[src/hdl/otgpd_pkg.sv]
package otgpd_pkg;
	localparam int unsigned CLK_PERIOD_NS = 8;
	localparam int unsigned ID_DEBOUNCE_NS = 10000;
	localparam int unsigned ID_DEBOUNCE_CYC =
		(ID_DEBOUNCE_NS + CLK_PERIOD_NS - 1) / CLK_PERIOD_NS;
	localparam int unsigned DEB_W = 11;
	localparam logic [DEB_W-1:0] DEB_LAST = DEB_W'(ID_DEBOUNCE_CYC - 1);

	localparam int unsigned ADDR_W = 4;
	localparam int unsigned DATA_W = 8;
	localparam logic [ADDR_W-1:0] MODE_ADDR = 4'h0;
	localparam logic [ADDR_W-1:0] CARKIT_ADDR = 4'h1;
	localparam logic [ADDR_W-1:0] STATUS_ADDR = 4'h2;

	// Mode register fields.
	localparam int unsigned MODE_LSB = 0;
	localparam int unsigned MODE_MSB = 1;
	localparam int unsigned SUSPEND_BIT = 2;
	localparam int unsigned DZ_STYLE_BIT = 3;
	localparam int unsigned UART_PIN_BIT = 4;
	localparam int unsigned OE_INT_EN_BIT = 5;
	localparam int unsigned CS_DISABLE_BIT = 6;
	localparam logic [5:0] MODE_RST = 6'h00;
	localparam logic CS_DISABLE_RST = 1'b1;

	localparam logic [1:0] LINK_USB = 2'h0;
	localparam logic [1:0] LINK_UART = 2'h1;
	localparam logic [1:0] LINK_AUDIO = 2'h2;

	// Car-kit register fields.
	localparam int unsigned CK_EN_BIT = 0;
	localparam int unsigned CK_THRESH_BIT = 1;
	localparam int unsigned CK_POL_BIT = 2;
	localparam logic [2:0] CARKIT_RST = 3'h0;

	// Status register fields.
	localparam int unsigned ST_GND_BIT = 0;
	localparam int unsigned ST_FLOAT_BIT = 1;
	localparam int unsigned ST_CLASS_LSB = 2;
	localparam int unsigned ST_CLASS_MSB = 3;
	localparam int unsigned ST_IDCHG_BIT = 4;
	localparam int unsigned ST_CKFLAG_BIT = 5;

	localparam logic [1:0] ID_NONE = 2'h0;
	localparam logic [1:0] ID_USB = 2'h1;
	localparam logic [1:0] ID_NONUSB = 2'h2;
	localparam logic [1:0] ID_CONFLICT = 2'h3;

	// Positions in the input synchroniser vector.
	localparam int unsigned S_OE_N = 0;
	localparam int unsigned S_PLUS = 1;
	localparam int unsigned S_MINUS = 2;
	localparam int unsigned S_GPIO_TX = 3;
	localparam int unsigned S_RECEIVER_OUTPUT_A = 4;
	localparam int unsigned S_DP = 5;
	localparam int unsigned S_DM = 6;
	localparam int unsigned S_ID_GND = 7;
	localparam int unsigned S_ID_FLT = 8;
	localparam int unsigned S_CK_HI = 9;
	localparam int unsigned S_CK_LO = 10;
	localparam int unsigned N_SYNC = 11;
endpackage : otgpd_pkg

[src/hdl/otgpd_id_debounce.sv]
`timescale 1ns/10ps
`default_nettype none
module otgpd_id_debounce (
	input wire logic i_mclk,
	input wire logic i_srst,
	input wire logic i_gnd,
	input wire logic i_float,
	output logic o_gnd,
	output logic o_float,
	output logic o_change
);
	import otgpd_pkg::*;

	logic [1:0] last;
	logic [DEB_W-1:0] count;
	wire [1:0] sample = {i_float, i_gnd};
	wire moved = (sample != last);
	wire settled = (count == DEB_LAST);
	// A change seen while the count is full restarts the count, so it must
	// not be reported in that same cycle.
	wire take = settled && !moved && (sample != {o_float, o_gnd});

	// A new state must hold for the full count before it is reported.
	always_ff @(posedge i_mclk) begin
		if (i_srst) begin
			last <= 2'h2;
			count <= '0;
			o_gnd <= 1'b0;
			o_float <= 1'b1;
			o_change <= 1'b0;
		end else begin
			last <= sample;
			count <= moved ? '0 : (settled ? count : count + 1'b1);
			o_change <= take;
			if (take) begin
				o_gnd <= sample[0];
				o_float <= sample[1];
			end
		end
	end
endmodule : otgpd_id_debounce
`default_nettype wire

[src/hdl/otgpd_phy_digital.sv]
`timescale 1ns/10ps
`default_nettype none
// Summary of operation
// - Classify ID continuously, active or suspended.
// - Status shows debounced live ID comparator states.
// - Clearing disable bit enables ID current source.
// - Grounded ID removal sets disable bit again.
// - Audio mode: lines undriven, car-kit pulses flagged.
// - Threshold select picks one car-kit comparator.
// - Car-kit flag polarity is selectable.
// - UART pin select swaps shared and GPIO pins.
// - Plus/minus transmit drives lines from pins.
// - Data/zero transmit: lines from data and SE0.
// - Receive: lines are inputs, pins driven.
// - Data/zero receive: data follows differential, SE0 decode.
// - Plus/minus receive: pins give line levels.
// - Suspended data/zero: data pin shows D+ level.
// - Suspend USB receive only, receive output floated.
// - Line levels feed the single-ended decoder.
// - UART bridges D+ and D-; suspended floats all.
// - Suspended with enable, OE pin signals interrupt.
// - Suspend powers off the differential receiver.
module otgpd_phy_digital (
	input wire logic i_mclk,
	input wire logic i_srst,
	input wire logic [otgpd_pkg::ADDR_W-1:0] i_addr,
	input wire logic [otgpd_pkg::DATA_W-1:0] i_wdata,
	input wire logic i_wr,
	input wire logic i_rd,
	output logic [otgpd_pkg::DATA_W-1:0] o_rdata,
	input wire logic i_plus_data_pin,
	output logic o_plus_data_pin,
	output logic o_plus_data_pin_oe,
	input wire logic i_minus_zero_pin,
	output logic o_minus_zero_pin,
	output logic o_minus_zero_pin_oe,
	output logic o_receiver_output_a_receive_out,
	output logic o_receiver_output_a_receive_out_oe,
	input wire logic i_oe_int_n,
	output logic o_oe_int_n,
	output logic o_oe_int_n_oe,
	input wire logic i_uart_tx_gpio,
	output logic o_uart_rx_gpio,
	output logic o_uart_rx_gpio_oe,
	input wire logic i_receiver_output_a,
	input wire logic i_plus_line_level,
	input wire logic i_minus_line_level,
	output logic o_dp,
	output logic o_dp_oe,
	output logic o_dm,
	output logic o_dm_oe,
	input wire logic i_id_gnd_cmp,
	input wire logic i_id_float_cmp,
	input wire logic i_carkit_high_cmp,
	input wire logic i_carkit_low_cmp,
	output logic o_current_source_en,
	output logic o_receiver_output_a_power_en
);
	import otgpd_pkg::*;

	// Every input here comes from a pin or an analog comparator.
	wire [N_SYNC-1:0] raw = {i_carkit_low_cmp, i_carkit_high_cmp,
		i_id_float_cmp, i_id_gnd_cmp, i_minus_line_level,
		i_plus_line_level, i_receiver_output_a, i_uart_tx_gpio,
		i_minus_zero_pin, i_plus_data_pin, i_oe_int_n};
	logic [N_SYNC-1:0] sync_a;
	logic [N_SYNC-1:0] sync_b;

	genvar gi;
	generate
		for (gi = 0; gi < N_SYNC; gi++) begin : g_sync
			always_ff @(posedge i_mclk) begin
				if (i_srst) begin
					// The OE pin idles high; a zero here would fake a
					// transmit request for two cycles after reset.
					sync_a[gi] <= (gi == S_OE_N);
					sync_b[gi] <= (gi == S_OE_N);
				end else begin
					sync_a[gi] <= raw[gi];
					sync_b[gi] <= sync_a[gi];
				end
			end
		end
	endgenerate

	wire oe_n_s = sync_b[S_OE_N];
	wire plus_s = sync_b[S_PLUS];
	wire minus_s = sync_b[S_MINUS];
	wire gpio_tx_s = sync_b[S_GPIO_TX];
	wire receiver_output_a_s = sync_b[S_RECEIVER_OUTPUT_A];
	wire dp_s = sync_b[S_DP];
	wire dm_s = sync_b[S_DM];

	// Control and status state.
	logic [5:0] mode_reg;
	logic cs_disable;
	logic [2:0] carkit_reg;
	logic id_changed;
	logic carkit_pulse_flag;
	logic ck_prev;
	logic gnd_prev;

	wire [1:0] link_mode = mode_reg[MODE_MSB:MODE_LSB];
	wire suspend = mode_reg[SUSPEND_BIT];
	wire data_zero_style_select = mode_reg[DZ_STYLE_BIT];
	wire uart_pin_select = mode_reg[UART_PIN_BIT];
	wire oe_int_en = mode_reg[OE_INT_EN_BIT];
	wire carkit_en = carkit_reg[CK_EN_BIT];
	wire carkit_threshold_select = carkit_reg[CK_THRESH_BIT];
	wire carkit_falling = carkit_reg[CK_POL_BIT];

	// Register decode.
	wire wr_mode = i_wr && (i_addr == MODE_ADDR);
	wire wr_carkit = i_wr && (i_addr == CARKIT_ADDR);
	wire wr_status = i_wr && (i_addr == STATUS_ADDR);

	// ID classification runs whatever the power mode is.
	logic id_gnd;
	logic id_float;
	logic id_change;
	otgpd_id_debounce u_id_debounce (
		.i_mclk(i_mclk),
		.i_srst(i_srst),
		.i_gnd(sync_b[S_ID_GND]),
		.i_float(sync_b[S_ID_FLT]),
		.o_gnd(id_gnd),
		.o_float(id_float),
		.o_change(id_change)
	);

	wire [1:0] id_class = (id_gnd && id_float) ? ID_CONFLICT :
		id_gnd ? ID_USB : (id_float ? ID_NONE : ID_NONUSB);
	wire gnd_fall = gnd_prev && !id_gnd;

	// Only one comparator is watched at a time.
	wire ck_sel = carkit_threshold_select ? sync_b[S_CK_HI] :
		sync_b[S_CK_LO];
	// Edge polarity is software's choice.
	wire ck_edge = carkit_falling ? (ck_prev && !ck_sel) :
		(!ck_prev && ck_sel);
	wire ck_event = carkit_en && (link_mode == LINK_AUDIO) && ck_edge;

	// Latches clear by writing one; a coinciding event still sets them.
	wire next_id_changed = id_change ||
		(id_changed && !(wr_status && i_wdata[ST_IDCHG_BIT]));
	wire next_ck_flag = ck_event ||
		(carkit_pulse_flag && !(wr_status && i_wdata[ST_CKFLAG_BIT]));
	// Hardware setting wins over a software clear.
	wire next_cs_disable = gnd_fall ||
		(wr_mode ? i_wdata[CS_DISABLE_BIT] : cs_disable);

	always_ff @(posedge i_mclk) begin
		if (i_srst) begin
			mode_reg <= MODE_RST;
			cs_disable <= CS_DISABLE_RST;
			carkit_reg <= CARKIT_RST;
			id_changed <= 1'b0;
			carkit_pulse_flag <= 1'b0;
			ck_prev <= 1'b0;
			gnd_prev <= 1'b0;
		end else begin
			if (wr_mode) begin
				mode_reg <= i_wdata[5:0];
			end
			if (wr_carkit) begin
				carkit_reg <= i_wdata[2:0];
			end
			cs_disable <= next_cs_disable;
			id_changed <= next_id_changed;
			carkit_pulse_flag <= next_ck_flag;
			ck_prev <= ck_sel;
			gnd_prev <= id_gnd;
		end
	end

	// Status gives the debounced states live, next to the latches.
	wire [DATA_W-1:0] status_word = {2'h0, carkit_pulse_flag, id_changed,
		id_class, id_float, id_gnd};
	wire [DATA_W-1:0] read_mux =
		(i_addr == MODE_ADDR) ? {1'b0, cs_disable, mode_reg} :
		(i_addr == CARKIT_ADDR) ? {5'h00, carkit_reg} :
		(i_addr == STATUS_ADDR) ? status_word : 8'h00;
	wire [DATA_W-1:0] next_rdata = i_rd ? read_mux : 8'h00;

	// Data path selection.
	wire usb = (link_mode == LINK_USB);
	wire uart_act = (link_mode == LINK_UART) && !suspend;
	wire usb_tx = usb && !suspend && !oe_n_s;
	// Line decode from the two single-ended levels.
	wire rx_zero = !dp_s && !dm_s;
	wire uart_tx_src = uart_pin_select ? gpio_tx_s : minus_s;

	// Lines are driven only in USB transmit or UART; audio leaves them.
	wire next_dp_oe = usb_tx;
	wire next_dm_oe = usb_tx || uart_act;
	wire next_dp = data_zero_style_select ?
		(plus_s && !minus_s) : plus_s;
	wire next_dm = uart_act ? uart_tx_src :
		(data_zero_style_select ? (!plus_s && !minus_s) : minus_s);

	// Controller-side pins drive during any USB receive, suspended too.
	wire usb_rx = usb && !usb_tx;
	wire next_plus_oe = usb_rx || (uart_act && !uart_pin_select);
	wire next_minus_oe = usb_rx;
	// Data follows the differential receiver only while awake.
	wire next_plus_out = (usb && data_zero_style_select && !suspend) ?
		receiver_output_a_s : dp_s;
	wire next_minus_out = data_zero_style_select ? rx_zero : dm_s;
	wire next_gpio_oe = uart_act && uart_pin_select;
	// The differential receive output floats in data/zero and suspend.
	wire next_rcv_oe = usb && !suspend && !data_zero_style_select;

	// OE pin turns into an interrupt output only when asked to.
	wire irq_cond = id_changed || carkit_pulse_flag;
	wire next_oe_pin_oe = suspend && oe_int_en;

	always_ff @(posedge i_mclk) begin
		if (i_srst) begin
			o_rdata <= 8'h00;
			o_dp <= 1'b0;
			o_dp_oe <= 1'b0;
			o_dm <= 1'b0;
			o_dm_oe <= 1'b0;
			o_plus_data_pin <= 1'b0;
			o_plus_data_pin_oe <= 1'b0;
			o_minus_zero_pin <= 1'b0;
			o_minus_zero_pin_oe <= 1'b0;
			o_receiver_output_a_receive_out <= 1'b0;
			o_receiver_output_a_receive_out_oe <= 1'b0;
			o_uart_rx_gpio <= 1'b0;
			o_uart_rx_gpio_oe <= 1'b0;
			o_oe_int_n <= 1'b1;
			o_oe_int_n_oe <= 1'b0;
			o_current_source_en <= 1'b0;
			o_receiver_output_a_power_en <= 1'b1;
		end else begin
			o_rdata <= next_rdata;
			o_dp <= next_dp;
			o_dp_oe <= next_dp_oe;
			o_dm <= next_dm;
			o_dm_oe <= next_dm_oe;
			o_plus_data_pin <= next_plus_out;
			o_plus_data_pin_oe <= next_plus_oe;
			o_minus_zero_pin <= next_minus_out;
			o_minus_zero_pin_oe <= next_minus_oe;
			o_receiver_output_a_receive_out <= receiver_output_a_s;
			o_receiver_output_a_receive_out_oe <= next_rcv_oe;
			o_uart_rx_gpio <= dp_s;
			o_uart_rx_gpio_oe <= next_gpio_oe;
			o_oe_int_n <= !irq_cond;
			o_oe_int_n_oe <= next_oe_pin_oe;
			o_current_source_en <= !next_cs_disable;
			o_receiver_output_a_power_en <= !suspend;
		end
	end
endmodule : otgpd_phy_digital
`default_nettype wire

[config.mk]
export PLATFORM = sky130hd
export DESIGN_NAME = otgpd_phy_digital
export DESIGN_NICKNAME = d
export VERILOG_FILES = /design/src/hdl/otgpd_pkg.sv /design/src/hdl/otgpd_id_debounce.sv /design/src/hdl/otgpd_phy_digital.sv
export SDC_FILE = /design/constraint.sdc
export NUM_CORES = 1
export LEC_CHECK = 0
export ABC_AREA = 1
export BUFFER_PORTS_ARGS = -buffer_cell sky130_fd_sc_hd__buf_2
export CAP_MARGIN = 20
export CORE_UTILIZATION = 40
export DETAILED_ROUTE_END_ITERATION = 8
export PLACE_DENSITY = 0.69
export SKIP_LAST_GASP = 1
export SLEW_MARGIN = 20
export SYNTH_ARGS = -nofsm -noshare
export SYNTH_HDL_FRONTEND = slang
export SYNTH_SLANG_ARGS = --single-unit
[constraint.sdc]
create_clock -name i_mclk -period 1.8 [get_ports i_mclk]
set_input_delay 0.27 -clock i_mclk [delete_from_list [all_inputs] [get_ports i_mclk]]
set_output_delay 0.27 -clock i_mclk [all_outputs]
set_load 0.03 [all_outputs]
Word level (Yosys, flattened, before mapping)
Cells that the tools add are included.
- add/sub/neg operators: 1
- multiply operators: 0
- div/mod/pow operators: 0
- $lt $le $gt $ge: 0
- equality and inequality tests: 7
- shifts and indexed selects: 0
- muxes and demuxes: 15
- bitwise logic cells: 1
- reductions and logical operators: 56
- operators with widths (operator ; count):
    $logic_and 1x1->1 ; 28
    $logic_not 1->1 ; 17
    $mux 6 ; 2
    $add 11x1->11 const B ; 1
    $eq 11x11->1 const B ; 1
    $mux 1 ; 9
    $mux 7 ; 1
    $logic_or 1x1->1 ; 6
    $mux 2 ; 3
    $eq 4x1->1 const B ; 1
    $eq 4x2->1 const B ; 1
    $logic_not 4->1 ; 1
    $ne 2x2->1 ; 2
    $reduce_or 2->1 ; 2
    $reduce_or 4->1 ; 1
    $eq 2x1->1 const B ; 1
    $eq 2x2->1 const B ; 1
    $logic_not 2->1 ; 1
    $not 1->1 ; 1
- flip-flop bits (word level): 76
- bits in latches: 0
- RAM bits: 0
- ROM bits: 0
- input bits: 27
- output and inout port bits: 24
- word-level logic and storage cells: 132
- memories kept: 0

Longest topological paths before layout
- depth after elaboration: 6
- depth in mapped cells: 8
- mapped depth without buffers: 8

Modules after synthesis
Synthesis repeated with hierarchy kept, for this count alone.
- cells, all modules: 379
- area total of the unflattened synthesis: 2902.8 um2
- modules (own cells, without submodules) (module ; instances ; cells an instance ; area an instance (um2) ; seq. area each (um2)):
    otgpd_phy_digital ; 1 ; 259 ; 2082.0 ; 1181.1
    otgpd_id_debounce ; 1 ; 120 ; 820.8 ; 320.3

Least setup slack after synthesis
OpenSTA, ideal clock, no wires.
- path kind: register to register
- from: reg u_id_debounce.count[0]
- to: reg u_id_debounce.count[6]
- library setup time: 0.070 ns
- arrival: 1.078 ns
- required time: 1.730 ns
- slack: 0.652 ns
- cell stages (with the launch flop): 7
- buffers on the path: 0
- period minus slack after synthesis: 1.148 ns
- cell sequence: dfxtp_1 ha_1 nand2_1 inv_1 nand3_1 or2_0 a21oi_1
- cells in the longest elaborated chain, start to end: 1
- elaborated cells between the ends (all ways): 2
- classes of those cells: add/sub: 1; eq/ne: 1
- RTL lines (element ; line ; source):
    start: declaration ; otgpd_id_debounce.sv:15 ; logic [DEB_W-1:0] count;
    start signal: assignment ; otgpd_id_debounce.sv:33 ; count <= moved ? '0 : (settled ? count : count + 1'b1);
    $add 11x1->11 / $eq 11x11->1 (equally long branches) ; otgpd_id_debounce.sv:33, otgpd_id_debounce.sv:18 ;
Parallel ways exist; a longest one is shown, timed or not.
A chain may end at the register's enable or synchronous reset.

Worst setup path in the final report
Same ends and word-level chain as after synthesis.

==> run summary <==
Met1 global-route usage - 17.0%
Vias - 2321
Worst-skew pair later-pin latency - 0.34 ns
Sw frac - 24.6%
Final Hold Viols - 0
Iter 0 DRT Violations - 82
Syn avg cell area - 7.82 sq um
Final Util - 49.5%
Placer Congestion - 0.831
DRC viols - 0
Type of origin of the critical path - register
Layout cells sized above 1 - 22.2%
Gr busiest metal - met2
Critical-path cell list - ha_1, nand2_1, inv_1, nand3_1, or2_0, a21oi_1
Final Slew Violations - 0
CTS tree - yes
Post-route ant nets - 0
Pwr Total - 3.23 mW
Crit end category - register
Mapped cell area - 0.00286 sq mm
Largest net degree at the start of global routing - 36
Crit path max fanout - 5
NetSw - 0.792 mW
Leakage - 1.53 nW
Vias per cell - 4.47
Sequential share of power - 53.3%
Type of the most critical hold path - input port to register
# clock sinks - 75
Setup CP Type - register to register
Power share of the clock group - 40.5%
Initial antenna violation count - 0
Clock Path Buffers - 2
Worst Path Required - 2.07 ns
Peak VDD IR - 319 uV
Cts hold-fix bufs - 0
Number of buffers created by CTS - 9
Fmax achieved - 768 MHz
PwrDens - 949 mW/mm^2
Port bufs - 48
Drt total wl - 5.13 mm
Final setup viols - 0
Routed len/inst - 9.89 um
Synth warn - 0
Max-cap viol count - 0
Synth Net Count - 396
CP max stage delay - 0.41 ns
Die H - 86.6 um
Tcrit/Tclk final - 72.3%
Met3 Usage GRT - 4.76%
H-tree Lvls - 3
Max stage delay cell, worst path - dfxtp_1
Skew final - 0.00473 ns
Dpl hpwl - 3.77 mm
Met2 Use GR - 26.0%
Worst endpoint data arrival time - 1.58 ns
Final net count - 448
Num ports - 51
Global-route wire length before repair - 8.71 mm
Vias in the first global route - 2133
Setup repair after global routing missed its margin - false
Worst-path clk slew - 0.08 ns
Final min period - 1.30 ns
Setup TNS - 0 ns
Register area share after synthesis - 52.5%
Cells after Synth - 366
Total Routing Usage GR - 15.1%
Core area - 0.00687 sq mm
Run status - finished clean
Die area - 0.00750 sq mm
Global route total overflow - 0
Area delta synth->final - 18.7%
Site row count - 30
Setup bufs post-CTS - 0
Combinational Power Share - 6.1%
# diodes - 0
Initial Utilization - 41.7%
Synth cell types - 33
Pint - 2.43 mW
Biggest registers after layout - sync_a (11), u_id_debounce.count (11), o_rdata (7)
DRT Pass-1 Iters - 4
CTS resizes - 0
Die Wd - 86.6 um
Root buffer cell - clkbuf_8
Yosys reg bits - 75
## cell usage after synthesis
master / instances / area [sq um]
nand3_1: 21 / 105
nor2_1: 53 / 199
o21ai_2: 1 / 8.76
nor3_1: 7 / 35.0
ha_1: 3 / 37.5
buf_6: 1 / 11.3
nor2_2: 4 / 25.0
xor2_1: 3 / 26.3
o21ai_0: 14 / 70.1
inv_2: 4 / 15.0
o211ai_1: 1 / 7.51
a21oi_1: 26 / 130
nor2_4: 3 / 33.8
or2_2: 3 / 18.8
o31ai_1: 1 / 7.51
a211oi_1: 1 / 7.51
dfxtp_1: 75 / 1500
inv_1: 54 / 203
nand2_1: 62 / 233
nand2_4: 1 / 11.3
buf_4: 1 / 7.51
nand4_1: 4 / 25.0
or2_0: 1 / 6.26
clkinv_2: 1 / 5.00
conb_1: 1 / 3.75
o22ai_1: 1 / 6.26
buf_1: 1 / 3.75
buf_2: 5 / 25.0
nand3b_1: 1 / 7.51
nor3_2: 2 / 20.0
nand2_2: 6 / 37.5
nand3_2: 2 / 20.0
clkbuf_1: 2 / 7.51
## per-layer routing
metal	share of wire, %	vias to the layer above
met4	1.5	0
li1	-	1234
met3	5.8	10
met2	46	63
met1	47	1014
met5	0	-
## critical path: cells and delay by family, from the launching register on
family,cells,cell delay (ns)
and+or+nand+nor,3,0.43
DFF,1,0.41
adders and majority gates,1,0.20
AOI/OAI and AO/OA,1,0.12
buffers and inverters,1,0.09
## final cells by class
class | instances | area [sq um]
Sequential cell | 75 | 1500
Tap cell | 96 | 120
Clock buffer | 9 | 124
Multi-Input combinational cell | 222 | 1080
Fill cell | 685 | 3470
Timing Repair Buffer | 51 | 263
Inverter | 59 | 223
Clock inverter | 7 | 83.8
## cell usage in the layout (no fill, tap or decap), types with 7 or more instances in the layout
master    synthesis  layout
a21oi_1          26      26
inv_1            54      54
clkbuf_8          0       9
nor2_1           53      53
buf_2             5      48
dfxtp_1          75      75
nor3_1            7       7
o21ai_0          14      14
nand3_1          21      21
nand2_1          62      62
## stage by stage
| step | instance area, sq um | cells | hold WS [ns] | setup slack [ns] |
|---|---|---|---|---|
| global placement | 3190 | 503 | 0.390 | 0.486 |
| detailed placement | 3190 | 503 | 0.395 | 0.437 |
| floorplan | 2860 | 366 | 0.374 | 0.652 |
| global route | 3400 | 519 | 0.105 | 0.386 |
| CTS | 3400 | 519 | 0.108 | 0.490 |
| finish | 3400 | 519 | 0.124 | 0.499 |
## power groups by stage
stage,clock (mW),combinational [mW],sequential (mW)
final,1.31,0.197,1.72
after global routing,1.42,0.221,1.72
after CTS,1.35,0.198,1.72
after detailed placement,0,0.197,1.76
after global placement,0,0.195,1.76
after floorplan,0,0.110,1.78
## worst paths after layout
kind / from / end / slack [ns] / cells after the start
min: i_oe_int_n / sync_a[0] / 0.12 / 2
min reg2reg: sync_a[3] / gpio_tx_s / 0.40 / 2
max reg2reg: u_id_debounce.count[0] / u_id_debounce.count[6] / 0.50 / 6
max: u_id_debounce.count[0] / u_id_debounce.count[6] / 0.50 / 6
## cell families (layout without fill, tap and decap cells)
logic type,count (synthesis),after routing,share of synthesized area (%)
buffers and inverters,69,126,9.71
xor gates and xnor gates,3,3,0.918
other,1,1,0.131
and+or+nand+nor,170,170,27.2
AOI/OAI and AO/OA,45,45,8.31
DFF,75,75,52.5
adders and majority gates,3,3,1.31
Power figures use the tool's default switching activity.
